`config.mk`:
```
export PLATFORM = sky130hd
export DESIGN_NAME = ubf_top
export DESIGN_NICKNAME = d
export VERILOG_FILES = /design/src/hdl/ubf_pkg.sv /design/src/hdl/ubf_top.sv
export VERILOG_INCLUDE_DIRS = /design/src /design/src/hdl
export SDC_FILE = /design/constraint.sdc
export NUM_CORES = 1
export LEC_CHECK = 0
export ABC_AREA = 1
export BUFFER_PORTS_ARGS = -buffer_cell sky130_fd_sc_hd__buf_2
export CAP_MARGIN = 20
export CORE_AREA = 8 8 135 137
export CTS_CLUSTER_SIZE = 40
export DETAILED_ROUTE_END_ITERATION = 10
export DIE_AREA = 0 0 143 145
export HOLD_SLACK_MARGIN = 0.15
export PLACE_DENSITY = 0.69
export SYNTH_ARGS = -nofsm -noshare
export SYNTH_HDL_FRONTEND = slang
export SYNTH_SLANG_ARGS = --single-unit
```
`constraint.sdc`:
```
create_clock -name i_clk -period 13.75 [get_ports i_clk]
set_input_delay 2.0625 -clock i_clk [delete_from_list [all_inputs] [get_ports i_clk]]
set_output_delay 2.0625 -clock i_clk [all_outputs]
set_load 0.02 [all_outputs]
```
`src/hdl/ubf_map.svh`:
```
// register offsets, reset values and timing counts of the serial config block
`ifndef UBF_MAP_SVH
`define UBF_MAP_SVH
`define UBF_ADDR_BAUD_HIGH 3'h0
`define UBF_ADDR_BAUD_LOW 3'h1
`define UBF_ADDR_FRAME 3'h2
`define UBF_ADDR_ENABLE 3'h3
`define UBF_ADDR_TX_DATA 3'h4
`define UBF_ADDR_RX_STAT 3'h5
`define UBF_RST_BAUD_HIGH 8'h00
`define UBF_RST_BAUD_LOW 8'h00
`define UBF_RST_FRAME 8'h00
`define UBF_BIT_TX_ON 0
`define UBF_BIT_RX_ON 1
`define UBF_STAT_FULL 16
`define UBF_STAT_PERR 17
`define UBF_STAT_FERR 18
`define UBF_STAT_IDLE 19
`define UBF_STAT_WAKE 20
`define UBF_STAT_TXBUSY 21
`define UBF_STAT_BAUDRUN 22
`define UBF_TICK_LAST 4'hf
`define UBF_TICK_MID 4'h7
`define UBF_PW_QUARTER 4'h4
`define UBF_PW_SIXTEENTH 4'h1
`define UBF_PW_3SIXTEENTH 4'h3
`define UBF_IDLE_TICKS_8 8'ha0
`define UBF_IDLE_TICKS_9 8'hb0
`endif

```
`src/hdl/ubf_pkg.sv`:
```
// types of the serial baud and frame configuration block
package ubf_pkg;
    typedef struct packed {
        logic ir_on;
        logic [1:0] pulse_width;
        logic [4:0] div_hi;
    } ubf_baud_high_type;
    typedef struct packed {
        logic loopback_sel;
        logic halt_in_wait;
        logic rx_source_sel;
        logic nine_bits;
        logic wake_mark;
        logic idle_count_start;
        logic parity_on;
        logic odd_parity_sel;
    } ubf_frame_ctl_type;
    typedef enum logic [1:0] {TX_IDLE, TX_START, TX_DATA, TX_STOP} ubf_tx_state_type;
    typedef enum logic [1:0] {RX_IDLE, RX_START, RX_DATA, RX_STOP} ubf_rx_state_type;
endpackage : ubf_pkg

```
`src/hdl/ubf_top.sv`:
```
// baud generator, frame format and loop routing of the serial transceiver
//
// Contract
// - ir_modulation_on high enables infrared pulse coding and decoding.
// - infrared pulse width per ir_pulse_width: 1/4, 1/32, 1/16, 3/16 bit.
// - without infrared, baud is clock over sixteen times full divisor.
// - with infrared, baud is clock over 32 times divisor bits 12:1.
// - divisor upper bits in high register 4:0, lower in low register.
// - high write goes to holding buffer, committed by the low write.
// - baud generator stays stopped until transmitter or receiver first enabled.
// - baud generator disabled while the effective divisor is zero.
// - loopback disconnects rx pin, receiver source chosen by rx_source_sel.
// - in loop, source 0 is internal tx output, 1 the tx pin.
// - halt_in_wait stops the block during cpu wait, else it runs.
// - frame is start, eight or nine data bits, one stop.
// - wakeup by idle line, or by received character msb set.
// - idle ones counted from after start bit or after stop bit.
// - parity on inserts parity in msb on transmit, checks on receive.
// - even parity sets bit for odd ones count; odd parity inverts.
// - baud and frame registers readable and writable at any time.
// - loop with source 1 is single wire through the tx pin.
// - tx pin idles high, released whenever transmitter is disabled.
// - halted transfer pauses on wait entry and resumes after it.
//
// Implementation choices: register access over Avalon-MM and the address map.
`include "ubf_map.svh"
`timescale 1ns/100ps
`default_nettype none
module ubf_top #(
    parameter int DIV_W = 13
) (
    input wire logic i_clk,
    input wire logic i_sys_rst,
    input wire logic [4:0] i_avs_address,
    input wire logic i_avs_read,
    input wire logic i_avs_write,
    input wire logic [31:0] i_avs_writedata,
    input wire logic [3:0] i_avs_byteenable,
    output logic [31:0] o_avs_readdata,
    output logic o_avs_waitrequest,
    input wire logic i_cpu_wait,
    input wire logic i_rx_pin,
    input wire logic i_tx_pin,
    output logic o_tx_pin,
    output logic o_tx_oe
);
    if (DIV_W != 13) begin : g_chk
        $error("ubf_top: divisor logic serves 13 bits only");
    end

    ubf_pkg::ubf_baud_high_type high_reg;
    ubf_pkg::ubf_baud_high_type hold_reg;
    logic [7:0] low_reg;
    ubf_pkg::ubf_frame_ctl_type fc_reg;
    logic tx_on_reg;
    logic rx_on_reg;
    logic started_reg;
    logic [DIV_W-1:0] div;
    logic [DIV_W-1:0] div_eff;
    logic [DIV_W-1:0] cnt_reg;
    logic tick_reg;
    logic run;
    logic baud_run;
    logic first_half;

    // bus slave
    logic req;
    logic acc;
    logic [2:0] widx;
    logic wr_lane;
    logic [31:0] rd_mux;
    assign req = i_avs_read | i_avs_write;
    assign acc = req & ~o_avs_waitrequest;
    assign widx = i_avs_address[4:2];
    assign wr_lane = acc & i_avs_write & i_avs_byteenable[0];

    // one cycle of wait per access keeps readdata and waitrequest registered
    always_ff @(posedge i_clk or posedge i_sys_rst) begin
        if (i_sys_rst) begin
            o_avs_waitrequest <= 1'b1;
        end else begin
            o_avs_waitrequest <= ~(req & o_avs_waitrequest);
        end
    end

    always_ff @(posedge i_clk or posedge i_sys_rst) begin
        if (i_sys_rst) begin
            o_avs_readdata <= 32'h0;
        end else if (req & o_avs_waitrequest) begin
            o_avs_readdata <= i_avs_read ? rd_mux : 32'h0;
        end
    end

    always_ff @(posedge i_clk or posedge i_sys_rst) begin
        if (i_sys_rst) begin
            high_reg <= `UBF_RST_BAUD_HIGH;
            hold_reg <= `UBF_RST_BAUD_HIGH;
            low_reg <= `UBF_RST_BAUD_LOW;
            fc_reg <= `UBF_RST_FRAME;
            tx_on_reg <= 1'b0;
            rx_on_reg <= 1'b0;
        end else if (wr_lane) begin
            case (widx)
                `UBF_ADDR_BAUD_HIGH: hold_reg <= i_avs_writedata[7:0];
                `UBF_ADDR_BAUD_LOW: begin
                    low_reg <= i_avs_writedata[7:0];
                    high_reg <= hold_reg;
                end
                `UBF_ADDR_FRAME: fc_reg <= i_avs_writedata[7:0];
                `UBF_ADDR_ENABLE: begin
                    tx_on_reg <= i_avs_writedata[`UBF_BIT_TX_ON];
                    rx_on_reg <= i_avs_writedata[`UBF_BIT_RX_ON];
                end
                default: ;
            endcase
        end
    end

    // baud generator
    assign div = {high_reg.div_hi, low_reg};
    // infrared drops bit 0 and doubles the rest, which gives the divisor with bit 0 cleared
    assign div_eff = high_reg.ir_on ? {div[DIV_W-1:1], 1'b0} : div;
    assign run = ~(fc_reg.halt_in_wait & i_cpu_wait);
    assign baud_run = started_reg & (div_eff != 13'h0);
    // the low half of the count is one unbroken run inside a tick
    assign first_half = cnt_reg < {1'b0, div[DIV_W-1:1]};

    always_ff @(posedge i_clk or posedge i_sys_rst) begin
        if (i_sys_rst) begin
            started_reg <= 1'b0;
        end else if (tx_on_reg | rx_on_reg) begin
            started_reg <= 1'b1;
        end
    end

    always_ff @(posedge i_clk or posedge i_sys_rst) begin
        if (i_sys_rst) begin
            cnt_reg <= 13'h0;
            tick_reg <= 1'b0;
        end else if (!baud_run) begin
            cnt_reg <= 13'h0;
            tick_reg <= 1'b0;
        end else if (!run) begin
            tick_reg <= 1'b0;
        end else begin
            tick_reg <= cnt_reg == 13'h0;
            cnt_reg <= (cnt_reg == 13'h0) ? div_eff - 13'h1 : cnt_reg - 13'h1;
        end
    end

    // transmitter
    ubf_pkg::ubf_tx_state_type tx_state_reg;
    logic [8:0] tx_data_reg;
    logic tx_pend_reg;
    logic [8:0] tx_sh_reg;
    logic [3:0] tx_sub_reg;
    logic [3:0] tx_idx_reg;
    logic [3:0] last_idx;
    logic step;
    logic tx_load;
    logic tx_bit;
    logic pulse_win;
    logic [8:0] tx_word;

    assign step = tick_reg & run;
    assign last_idx = fc_reg.nine_bits ? 4'h8 : 4'h7;
    assign tx_load = step & (tx_state_reg == ubf_pkg::TX_IDLE) & tx_pend_reg & tx_on_reg;

    always_comb begin
        tx_word = fc_reg.nine_bits ? tx_data_reg : {1'b0, tx_data_reg[7:0]};
        if (fc_reg.parity_on) begin
            if (fc_reg.nine_bits) begin
                tx_word[8] = ^tx_data_reg[7:0] ^ fc_reg.odd_parity_sel;
            end else begin
                tx_word[7] = ^tx_data_reg[6:0] ^ fc_reg.odd_parity_sel;
            end
        end
    end

    // a data write while a character is pending is dropped
    always_ff @(posedge i_clk or posedge i_sys_rst) begin
        if (i_sys_rst) begin
            tx_data_reg <= 9'h0;
            tx_pend_reg <= 1'b0;
        end else if (wr_lane && widx == `UBF_ADDR_TX_DATA && !tx_pend_reg && tx_on_reg) begin
            tx_data_reg <= i_avs_writedata[8:0];
            tx_pend_reg <= 1'b1;
        end else if (tx_load || !tx_on_reg) begin
            tx_pend_reg <= 1'b0;
        end
    end

    always_ff @(posedge i_clk or posedge i_sys_rst) begin
        if (i_sys_rst) begin
            tx_state_reg <= ubf_pkg::TX_IDLE;
            tx_sh_reg <= 9'h0;
            tx_sub_reg <= 4'h0;
            tx_idx_reg <= 4'h0;
        end else if (!tx_on_reg) begin
            tx_state_reg <= ubf_pkg::TX_IDLE;
            tx_sub_reg <= 4'h0;
        end else if (step) begin
            tx_sub_reg <= tx_sub_reg + 4'h1;
            case (tx_state_reg)
                ubf_pkg::TX_IDLE: begin
                    tx_sub_reg <= 4'h0;
                    if (tx_pend_reg) begin
                        tx_sh_reg <= tx_word;
                        tx_idx_reg <= 4'h0;
                        tx_state_reg <= ubf_pkg::TX_START;
                    end
                end
                ubf_pkg::TX_START: begin
                    if (tx_sub_reg == `UBF_TICK_LAST) begin
                        tx_state_reg <= ubf_pkg::TX_DATA;
                    end
                end
                ubf_pkg::TX_DATA: begin
                    if (tx_sub_reg == `UBF_TICK_LAST) begin
                        tx_sh_reg <= {1'b0, tx_sh_reg[8:1]};
                        tx_idx_reg <= tx_idx_reg + 4'h1;
                        if (tx_idx_reg == last_idx) begin
                            tx_state_reg <= ubf_pkg::TX_STOP;
                        end
                    end
                end
                ubf_pkg::TX_STOP: begin
                    if (tx_sub_reg == `UBF_TICK_LAST) begin
                        tx_state_reg <= ubf_pkg::TX_IDLE;
                    end
                end
                default: tx_state_reg <= ubf_pkg::TX_IDLE;
            endcase
        end
    end

    always_comb begin
        case (tx_state_reg)
            ubf_pkg::TX_START: tx_bit = 1'b0;
            ubf_pkg::TX_DATA: tx_bit = tx_sh_reg[0];
            default: tx_bit = 1'b1;
        endcase
        case (high_reg.pulse_width)
            2'b11: pulse_win = tx_sub_reg < `UBF_PW_QUARTER;
            2'b10: pulse_win = (tx_sub_reg == 4'h0) & first_half;
            2'b01: pulse_win = tx_sub_reg < `UBF_PW_SIXTEENTH;
            default: pulse_win = tx_sub_reg < `UBF_PW_3SIXTEENTH;
        endcase
    end

    // with infrared on, a zero bit becomes a short low pulse; the line stays high otherwise
    always_ff @(posedge i_clk or posedge i_sys_rst) begin
        if (i_sys_rst) begin
            o_tx_pin <= 1'b1;
            o_tx_oe <= 1'b0;
        end else begin
            o_tx_oe <= tx_on_reg;
            if (!tx_on_reg) begin
                o_tx_pin <= 1'b1;
            end else if (high_reg.ir_on) begin
                o_tx_pin <= tx_bit | ~pulse_win;
            end else begin
                o_tx_pin <= tx_bit;
            end
        end
    end

    // receiver
    ubf_pkg::ubf_rx_state_type rx_state_reg;
    logic rx_src_lvl;
    logic rx_val;
    logic low_seen_reg;
    logic smp;
    logic [8:0] rx_sh_reg;
    logic [3:0] rx_sub_reg;
    logic [3:0] rx_idx_reg;
    logic [8:0] rx_data_reg;
    logic full_reg;
    logic perr_reg;
    logic ferr_reg;
    logic idle_reg;
    logic wake_reg;
    logic [7:0] idle_cnt_reg;
    logic idle_armed_reg;
    logic [7:0] idle_target;
    logic rx_done;
    logic perr_now;
    logic msb_now;
    logic idle_hit;
    logic stat_clr;
    logic cnt_en;

    always_comb begin
        if (!fc_reg.loopback_sel) begin
            rx_src_lvl = i_rx_pin;
        end else if (fc_reg.rx_source_sel) begin
            rx_src_lvl = i_tx_pin;
        end else begin
            rx_src_lvl = o_tx_pin;
        end
    end

    // short pulses can fall between ticks, so low is caught on every clock
    assign rx_val = high_reg.ir_on ? ~(low_seen_reg | ~rx_src_lvl) : rx_src_lvl;
    assign smp = step & (((rx_state_reg == ubf_pkg::RX_START) && rx_sub_reg == `UBF_TICK_MID)
        || ((rx_state_reg == ubf_pkg::RX_DATA || rx_state_reg == ubf_pkg::RX_STOP)
        && rx_sub_reg == `UBF_TICK_LAST));
    assign rx_done = smp & (rx_state_reg == ubf_pkg::RX_STOP);
    assign perr_now = fc_reg.parity_on & (fc_reg.odd_parity_sel ^ (fc_reg.nine_bits ?
        ^rx_sh_reg : ^rx_sh_reg[7:0]));
    assign msb_now = fc_reg.nine_bits ? rx_sh_reg[8] : rx_sh_reg[7];
    assign idle_target = fc_reg.nine_bits ? `UBF_IDLE_TICKS_9 : `UBF_IDLE_TICKS_8;
    assign idle_hit = idle_armed_reg & (idle_cnt_reg == idle_target);
    assign stat_clr = acc & i_avs_read & (widx == `UBF_ADDR_RX_STAT);
    assign cnt_en = fc_reg.idle_count_start ? (rx_state_reg == ubf_pkg::RX_IDLE)
        : (rx_state_reg != ubf_pkg::RX_START);

    always_ff @(posedge i_clk or posedge i_sys_rst) begin
        if (i_sys_rst) begin
            low_seen_reg <= 1'b0;
        end else if (smp || !high_reg.ir_on) begin
            low_seen_reg <= 1'b0;
        end else if (run && !rx_src_lvl) begin
            low_seen_reg <= 1'b1;
        end
    end

    always_ff @(posedge i_clk or posedge i_sys_rst) begin
        if (i_sys_rst) begin
            rx_state_reg <= ubf_pkg::RX_IDLE;
            rx_sh_reg <= 9'h0;
            rx_sub_reg <= 4'h0;
            rx_idx_reg <= 4'h0;
        end else if (!rx_on_reg) begin
            rx_state_reg <= ubf_pkg::RX_IDLE;
        end else if (step) begin
            rx_sub_reg <= rx_sub_reg + 4'h1;
            case (rx_state_reg)
                ubf_pkg::RX_IDLE: begin
                    rx_sub_reg <= 4'h0;
                    if (!rx_val) begin
                        rx_state_reg <= ubf_pkg::RX_START;
                    end
                end
                ubf_pkg::RX_START: begin
                    if (rx_sub_reg == `UBF_TICK_MID) begin
                        rx_sub_reg <= 4'h0;
                        rx_idx_reg <= 4'h0;
                        rx_sh_reg <= 9'h0;
                        rx_state_reg <= rx_val ? ubf_pkg::RX_IDLE : ubf_pkg::RX_DATA;
                    end
                end
                ubf_pkg::RX_DATA: begin
                    if (rx_sub_reg == `UBF_TICK_LAST) begin
                        rx_sh_reg[rx_idx_reg] <= rx_val;
                        rx_idx_reg <= rx_idx_reg + 4'h1;
                        if (rx_idx_reg == last_idx) begin
                            rx_state_reg <= ubf_pkg::RX_STOP;
                        end
                    end
                end
                ubf_pkg::RX_STOP: begin
                    if (rx_sub_reg == `UBF_TICK_LAST) begin
                        rx_state_reg <= ubf_pkg::RX_IDLE;
                    end
                end
                default: rx_state_reg <= ubf_pkg::RX_IDLE;
            endcase
        end
    end

    always_ff @(posedge i_clk or posedge i_sys_rst) begin
        if (i_sys_rst) begin
            idle_cnt_reg <= 8'h0;
            idle_armed_reg <= 1'b0;
        end else if (!rx_on_reg) begin
            idle_cnt_reg <= 8'h0;
        end else if (step) begin
            if (rx_state_reg == ubf_pkg::RX_START) begin
                idle_armed_reg <= 1'b1;
            end else if (idle_hit) begin
                idle_armed_reg <= 1'b0;
            end
            if (!rx_val || !cnt_en) begin
                idle_cnt_reg <= 8'h0;
            end else if (idle_cnt_reg != idle_target) begin
                idle_cnt_reg <= idle_cnt_reg + 8'h1;
            end
        end
    end

    // hardware set wins over a read clear in the same cycle
    always_ff @(posedge i_clk or posedge i_sys_rst) begin
        if (i_sys_rst) begin
            rx_data_reg <= 9'h0;
            full_reg <= 1'b0;
            perr_reg <= 1'b0;
            ferr_reg <= 1'b0;
            idle_reg <= 1'b0;
            wake_reg <= 1'b0;
        end else begin
            if (rx_done) begin
                rx_data_reg <= fc_reg.nine_bits ? rx_sh_reg : {1'b0, rx_sh_reg[7:0]};
            end
            full_reg <= rx_done | (full_reg & ~stat_clr);
            perr_reg <= (rx_done & perr_now) | (perr_reg & ~stat_clr);
            ferr_reg <= (rx_done & ~rx_val) | (ferr_reg & ~stat_clr);
            idle_reg <= (step & idle_hit) | (idle_reg & ~stat_clr);
            wake_reg <= (fc_reg.wake_mark ? (rx_done & msb_now) : (step & idle_hit))
                | (wake_reg & ~stat_clr);
        end
    end

    always_comb begin
        rd_mux = 32'h0;
        case (widx)
            `UBF_ADDR_BAUD_HIGH: rd_mux[7:0] = high_reg;
            `UBF_ADDR_BAUD_LOW: rd_mux[7:0] = low_reg;
            `UBF_ADDR_FRAME: rd_mux[7:0] = fc_reg;
            `UBF_ADDR_ENABLE: begin
                rd_mux[`UBF_BIT_TX_ON] = tx_on_reg;
                rd_mux[`UBF_BIT_RX_ON] = rx_on_reg;
            end
            `UBF_ADDR_TX_DATA: rd_mux[8:0] = tx_data_reg;
            `UBF_ADDR_RX_STAT: begin
                rd_mux[8:0] = rx_data_reg;
                rd_mux[`UBF_STAT_FULL] = full_reg;
                rd_mux[`UBF_STAT_PERR] = perr_reg;
                rd_mux[`UBF_STAT_FERR] = ferr_reg;
                rd_mux[`UBF_STAT_IDLE] = idle_reg;
                rd_mux[`UBF_STAT_WAKE] = wake_reg;
                rd_mux[`UBF_STAT_TXBUSY] = tx_pend_reg | (tx_state_reg != ubf_pkg::TX_IDLE);
                rd_mux[`UBF_STAT_BAUDRUN] = baud_run;
            end
            default: rd_mux = 32'h0;
        endcase
    end

    AST_DIV_ZERO_STOP:
    assert property (@(posedge i_clk) disable iff (i_sys_rst) (div_eff == 13'h0) |=> !tick_reg)
        else $error("tick with zero divisor");
    AST_NOT_STARTED:
    assert property (@(posedge i_clk) disable iff (i_sys_rst)
        !started_reg |-> !tick_reg && cnt_reg == 13'h0) else $error("baud ran before enable");
    AST_HIGH_BUFFERED:
    assert property (@(posedge i_clk) disable iff (i_sys_rst)
        (wr_lane && widx == `UBF_ADDR_BAUD_HIGH) |=> $stable(high_reg))
        else $error("high write took effect early");
    AST_LOW_COMMITS:
    assert property (@(posedge i_clk) disable iff (i_sys_rst)
        (wr_lane && widx == `UBF_ADDR_BAUD_LOW) |=> high_reg == $past(hold_reg))
        else $error("low write did not commit high");
    AST_IR_HALF:
    assert property (@(posedge i_clk) disable iff (i_sys_rst)
        (high_reg.ir_on && div[12:1] == 12'h1 && baud_run && run && tick_reg)
        |=> !tick_reg) else $error("infrared tick period wrong");
    AST_TX_RELEASE:
    assert property (@(posedge i_clk) disable iff (i_sys_rst)
        !tx_on_reg |=> !o_tx_oe && o_tx_pin) else $error("tx pin driven while off");
    AST_TX_IDLE_HIGH:
    assert property (@(posedge i_clk) disable iff (i_sys_rst)
        (tx_on_reg && tx_state_reg == ubf_pkg::TX_IDLE) |=> o_tx_pin && o_tx_oe)
        else $error("tx pin not idle high");
    AST_HALT_FREEZE:
    assert property (@(posedge i_clk) disable iff (i_sys_rst)
        (!run && tx_on_reg && rx_on_reg) |=> $stable(tx_state_reg) && $stable(rx_state_reg))
        else $error("state moved in halted wait");
    AST_TX_PARITY:
    assert property (@(posedge i_clk) disable iff (i_sys_rst)
        (tx_load && fc_reg.parity_on && !fc_reg.nine_bits)
        |=> (^tx_sh_reg[7:0]) == $past(fc_reg.odd_parity_sel)) else $error("tx parity wrong");
    AST_RX_PERR:
    assert property (@(posedge i_clk) disable iff (i_sys_rst)
        (rx_done && perr_now) |=> perr_reg) else $error("parity error not flagged");
endmodule : ubf_top
`default_nettype wire

```
**After elaboration in Yosys (flattened, before gate mapping)**

Index checks and enable logic that the tools add are counted.

- Register bits: 156
- Latch bits: 0
- Bits in writable memories: 0
- ROM bits: 0
- Input port bits: 48
- Output and inout bits: 35
- Memories: 0

- Add/subtract/negate cells: 7
- $mul: 0
- Divide/modulo/power cells: 0
- Magnitude comparators: 6
- Equality and inequality tests: 40
- Shift operators: 0
- Mux-type cells: 76
- Bitwise logic cells: 47
- Reductions and logical operators: 45

Operator list:

| cell | count |
|---|---|
| 2-to-1 mux 9 bit | 6 |
| 2-to-1 mux 13 bit | 3 |
| 2-to-1 mux 4 bit | 9 |
| one-hot mux 9 bit (2 select lines) | 2 |
| 2-to-1 mux 2 bit | 16 |
| 2-to-1 mux 8 bit | 4 |
| one-hot mux 6 bit (5 select lines) | 1 |
| AND 1 bit | 26 |
| subtractor 13 x 1 -> 13 bit, second input constant | 2 |
| one-hot mux 4 bit (2 select lines) | 3 |
| 2-to-1 mux 23 bit | 1 |
| 2-to-1 mux 1 bit | 21 |
| != test 3 bit, second input constant | 6 |
| adder 4 x 1 -> 4 bit, second input constant | 4 |
| one-hot mux 2 bit (4 select lines) | 2 |
| XOR reduction 8 bit | 2 |
| zero test 13 bit | 1 |
| < comparator 13 x 12 -> 1 bit | 1 |
| nonzero test 13 bit | 1 |
| == test 2 bit, second input constant | 6 |
| != test 3 x 2 -> 1 bit, second input constant | 4 |
| one-hot mux 2 bit (6 select lines) | 1 |
| AND reduction 2 bit | 6 |
| AND reduction 6 bit | 2 |
| 38 further kinds | 91 |

**Logic depth before layout (Yosys ltp)**

- Word-level depth: 11
- Depth in mapped cells: 14
- Gate-level depth less buffers: 14

**Least setup slack after synthesis**

OpenSTA, ideal clock, no wires.

- Kind: input-to-reg
- From: in i_cpu_wait
- To: reg rx_idx_reg[3]
- Setup time: 0.123 ns
- Arrival time: 3.053 ns
- Data required time: 13.627 ns
- Slack: 10.573 ns
- Stages: 9
- Buffers on the path: 1
- Cell sequence: nand2_1 -> nand2_2 -> nor2_2 -> nand2_1 -> nor2_2 -> buf_4 -> nand2_1 -> o21ai_0 -> a21oi_1

- Longest elaborated chain between the ends: 4

Ends and longest elaborated chain:

| item | RTL line | source |
|---|---|---|
| start, declared | ubf_top.sv:41 | `input wire logic i_cpu_wait,` |
| AND 1 bit | ubf_top.sv:123 | `assign run = ~(fc_reg.halt_in_wait & i_cpu_wait);` |
| NOT 1 bit | ubf_top.sv:123 |  |
| AND 1 bit | ubf_top.sv:165 | `assign step = tick_reg & run;` |
| AND reduction 5 bit (no source line) | -- |  |
| end signal, assigned | ubf_top.sv:356 | `rx_idx_reg <= rx_idx_reg + 4'h1;` |
| end, declared | ubf_top.sv:276 | `logic [3:0] rx_idx_reg;` |

No other way between the ends.
A chain may end at the register's enable or synchronous reset.

**Final worst setup path**

- From: in i_cpu_wait
- To: reg rx_sh_reg[2]

- Longest elaborated chain between the ends: 4

Ends and longest elaborated chain:

| item | RTL line | source |
|---|---|---|
| AND 1 bit | ubf_top.sv:123 |  |
| NOT 1 bit | ubf_top.sv:123 |  |
| AND 1 bit | ubf_top.sv:165 |  |
| AND reduction 5 bit (no source line) | -- |  |
| end signal, assigned by index | ubf_top.sv:355 | `rx_sh_reg[rx_idx_reg] <= rx_val;` |
| end, declared | ubf_top.sv:274 | `logic [8:0] rx_sh_reg;` |

No other way between the ends.

==> out/qor.log <==
[min_path] HP Class flop to flop
[clocking] count of hold-fix buffers inserted at cts 0
[global_routing] total gr overflow 0
[final_layout] post-route cell area 8740 sq um
[yosys] register area share after synthesis 44.6%
[setup_path] register-to-register path setup slack 11.12 ns
[final_layout] area of the multi-input gates 3600 sq um
[pwr] switching component of the power 516 uW
[job] reported max-cap violation count 0
[final_layout] Layout Area Growth over Synthesis 11.2%
[detailed_routing] total wirelength of the detailed-routed design 19800 um
[clocking] CTS H-tree lvls 4
[yosys] Post-Synth Adder-Cell Area 4.93%
[final_layout] number of diodes 0
[detailed_routing] number of remaining DRC errors 0
[setup_path] data required time at the worst endpoint 14.02 ns
[yosys] area share of xor/xnor cells in the synthesized design 2.23%
[die] Die Height 145 um
[timing] Final Hold Slack 0.471 ns
[setup_path] startpoint kind of the worst setup timing path input pin
[pwr] share of total power in sequential cells 37.9%
[timing] unrepaired setup endpoints after global routing false
[clocking] Clock Tree Buf Depth 2
[yosys] share of cell area taken by muxes after synthesis 0.143%
[clocking] number of buffers added for setup after CTS 0
[timing] pins over their slew limit 0
[yosys] area of the mapped netlist 7860 sq um
[die] die outline area 20700 sq um
[global_routing] wire length of the first global-routing pass 33000 um
[final_layout] Final Core Density 54.0%
[yosys] mean instance size in the synthesized netlist 7.90 sq um
[die] num rows 47
[timing] Setup TNS 0 ns
[yosys] number of warnings printed during yosys synthesis 0
[global_routing] number of global-route vias before repair 6448
[final_layout] Largest register FFs 16
[clocking] clock slew seen by the registers of the worst setup and hold paths 0.06 ns
[clocking] CTS sink count 140
[yosys] area share of and/or/nand/nor cells after synthesis 23.4%
[timing] clock period minus final worst setup slack 3.99 ns
[yosys] synthesized netlist cell count 995
[final_layout] fraction of final layout cells with drive strength greater than 1 10.3%
[yosys] share of the synthesized area in compound gates (AO/OA/AOI/OAI) 14.3%
[placement] total half-perimeter wirelength after legalization and detailed placement 14400 um
[global_routing] initial antenna violation count 2
[detailed_routing] vias after detailed routing 6639
[final_layout] most used cells in the layout excluding fill and tap cells sky130_fd_sc_hd__nand2_1 (212), sky130_fd_sc_hd__inv_1 (142), sky130_fd_sc_hd__dfrtp_1 (138)
[timing] worst slew slack as a fraction of its limit 38.0%
[pwr] switching portion of total power 36.8%
[pwr] Lkg Pwr 0.00432 uW
[setup_path] signal arrival time at the worst endpoint 4.26 ns
[yosys] largest family of logic cells by synthesized area simple AND/OR/NAND/NOR gates
[detailed_routing] post-DR vias/cell 5.26
[detailed_routing] router iterations before antenna repair 5
[run_status] run status completed
[placement] routability cong. 0.869
[timing] total of endpoints with negative setup slack in the final report 0
[setup_path] critical path type input pin to flop
[pwr] clock network power share 33.1%
[clocking] TritonCTS clock tree built
[clocking] TritonCTS Buffers 17
[pwr] part of the power in combinational logic 29.0%
[pwr] PD cells 160 nW/um^2
[detailed_routing] remaining antenna violation count 0
[placement] input/output buffers 38
[timing] share of the clock period used by the worst path after layout 29.0%
[detailed_routing] number of DRC markers in iteration 0 524
[timing] Least-Margin Pin Slew 0.926 ns
[final_layout] leading cell type in the layout, fill and taps excluded sky130_fd_sc_hd__nand2_1
[final_layout] layout net count 1109
[global_routing] combined global-route utilization of all metal layers 20.0%
[final_layout] filler instances 1554
[clocking] number of resized instances in the post-cts repair step 0
[clocking] clk_lat worst skew 0.42 ns
[die] core box area 16200 sq um
[pwr] maximum VDD drop 0.0000953 V
[timing] clock skew after layout 0.00624 ns
[die] horizontal die dimension 143 um
[die] Initial Util 48.6%
[yosys] share of Yosys cell area claimed by the top area cell type 43.9%
[detailed_routing] average wire length per cell after detail routing 15.7 um
[setup_path] Max Fanout on Critical Path 22
[setup_path] CP endpoint kind flop
[global_routing] largest net degree at the start of global routing 100
[timing] final number of hold-violating endpoints 0
[yosys] flop and latch count out of synthesis 140
[yosys] distinct cell type count after synthesis 44
[placement] placed inst area 8140 sq um
[yosys] cell type contributing the most total cell area after synthesis sky130_fd_sc_hd__dfrtp_1
[clocking] Clock Tree Root sky130_fd_sc_hd__clkbuf_16
[die] number of top-level pins 83
[yosys] Area contributors post-synth sky130_fd_sc_hd__dfrtp_1 (44%), sky130_fd_sc_hd__nand2_1 (10%), sky130_fd_sc_hd__o21ai_0 (7.4%), sky130_fd_sc_hd__inv_1 (6.8%), sky130_fd_sc_hd__nand3_1 (5.0%)
[timing] highest clock rate 251 MHz
[final_layout] area taken by flip-flops and latches 3510 sq um
[pwr] internal power summed over all cells 885 uW
==> final timing paths <==
kind / depth (start not counted) / startpoint / to
min: 2 / o_avs_readdata[17] / o_avs_readdata[17]
min reg2reg: 2 / o_avs_readdata[17] / o_avs_readdata[17]
min in group asynchronous: 2 / i_sys_rst / rx_idx_reg[2]
max reg2reg: 8 / fc_reg[6] / rx_sh_reg[2]
max: 9 / i_cpu_wait / rx_sh_reg[2]
max in group asynchronous: 3 / i_sys_rst / tx_data_reg[7]
==> cell type report <==
type                       instances  share of cell area (%)
tap                              220                    3.15
clock buffer                      22                    5.54
timing repair buffer              40                    2.35
sequential                       140                    40.1
clock inverter                    10                    1.30
inverter                         147                    6.37
multi-input combinational        684                    41.2
==> routing by layer <==
layer  wire length (um)  vias up  global-route usage [%]  share of wire [%]
met5                 26        -                       0               0.13
met3                878       39                    3.71                4.4
met1               9190     3133                    27.1                 46
li1                   -     3305                       -                  -
met2               9250      158                    31.1                 47
met4                492        4                    7.76                2.5
==> synthesized netlist by cell type <==
cell type                     n
sky130_fd_sc_hd__a22oi_1      7
sky130_fd_sc_hd__nand2_4      1
sky130_fd_sc_hd__nand3_1     79
sky130_fd_sc_hd__conb_1       1
sky130_fd_sc_hd__buf_4       17
sky130_fd_sc_hd__mux2_2       1
sky130_fd_sc_hd__inv_1      143
sky130_fd_sc_hd__xnor2_1      7
sky130_fd_sc_hd__nor2_2       6
sky130_fd_sc_hd__nand4_1     11
sky130_fd_sc_hd__nor3_1      14
sky130_fd_sc_hd__a2bb2oi_1    2
sky130_fd_sc_hd__clkinv_1     1
sky130_fd_sc_hd__xor2_1      13
sky130_fd_sc_hd__buf_6        4
sky130_fd_sc_hd__clkbuf_1     8
sky130_fd_sc_hd__o21ai_1      8
sky130_fd_sc_hd__buf_2        9
sky130_fd_sc_hd__o31ai_1      6
sky130_fd_sc_hd__o211ai_1     8
sky130_fd_sc_hd__nor3_2       1
sky130_fd_sc_hd__o22ai_1     17
sky130_fd_sc_hd__nand3_2      2
sky130_fd_sc_hd__nand2_1    212
sky130_fd_sc_hd__ha_1        31
sky130_fd_sc_hd__or2_2        4
sky130_fd_sc_hd__a31oi_1      7
sky130_fd_sc_hd__nor4_1       4
sky130_fd_sc_hd__dfrtp_1    138
sky130_fd_sc_hd__nor3b_1      2
sky130_fd_sc_hd__a211oi_1     2
sky130_fd_sc_hd__a21oi_1     22
sky130_fd_sc_hd__o21bai_1     1
sky130_fd_sc_hd__dfstp_2      2
sky130_fd_sc_hd__clkbuf_8     1
sky130_fd_sc_hd__nor2_4       4
sky130_fd_sc_hd__a311oi_1     3
sky130_fd_sc_hd__nor4_4       1
sky130_fd_sc_hd__nor2_1      64
sky130_fd_sc_hd__inv_2        3
sky130_fd_sc_hd__o21ai_0    117
sky130_fd_sc_hd__a21oi_2      1
sky130_fd_sc_hd__nand2_2      9
sky130_fd_sc_hd__a2111oi_0    1
==> critical path: stages <==
cell	delay, ns
sky130_fd_sc_hd__buf_2	0.11
sky130_fd_sc_hd__nand2_1	0.16
sky130_fd_sc_hd__nand2_2	0.20
sky130_fd_sc_hd__nor2_2	0.26
sky130_fd_sc_hd__nand2_1	0.10
sky130_fd_sc_hd__nor2_2	0.62
sky130_fd_sc_hd__nand2_1	0.42
sky130_fd_sc_hd__a22oi_1	0.26
sky130_fd_sc_hd__a31oi_1	0.06
==> power groups by stage <==
stage	Combinational, uW	Sequential, uW	Clock (uW)
floorplan	322	519	0
global placement	391	535	0
detailed placement	403	536	0
CTS	407	530	469
global route	467	538	490
finish	407	531	463
==> kinds of logic (layout without fill, tap and decap cells) <==
kind of cell               after synthesis  after routing
other                                    1             16
xor gates and xnor gates                20             20
DFF                                    140            140
adders and majority gates               31             31
and+or+nand+nor                        414            414
AOI/OAI and AO/OA                      202            202
buffers and inverters                  186            219
muxes                                    1              1
==> stage by stage <==
| stage | setup slack, ns | cells | power, uW |
|---|---|---|---|
| global route | 9.44 | 1263 | 1490 |
| detailed placement | 9.33 | 1231 | 939 |
| global placement | 9.40 | 1231 | 927 |
| finish | 9.76 | 1263 | 1400 |
| floorplan | 7.94 | 1010 | 841 |
| CTS | 9.77 | 1263 | 1410 |
Note: power is estimated with default switching activity, not from simulation.
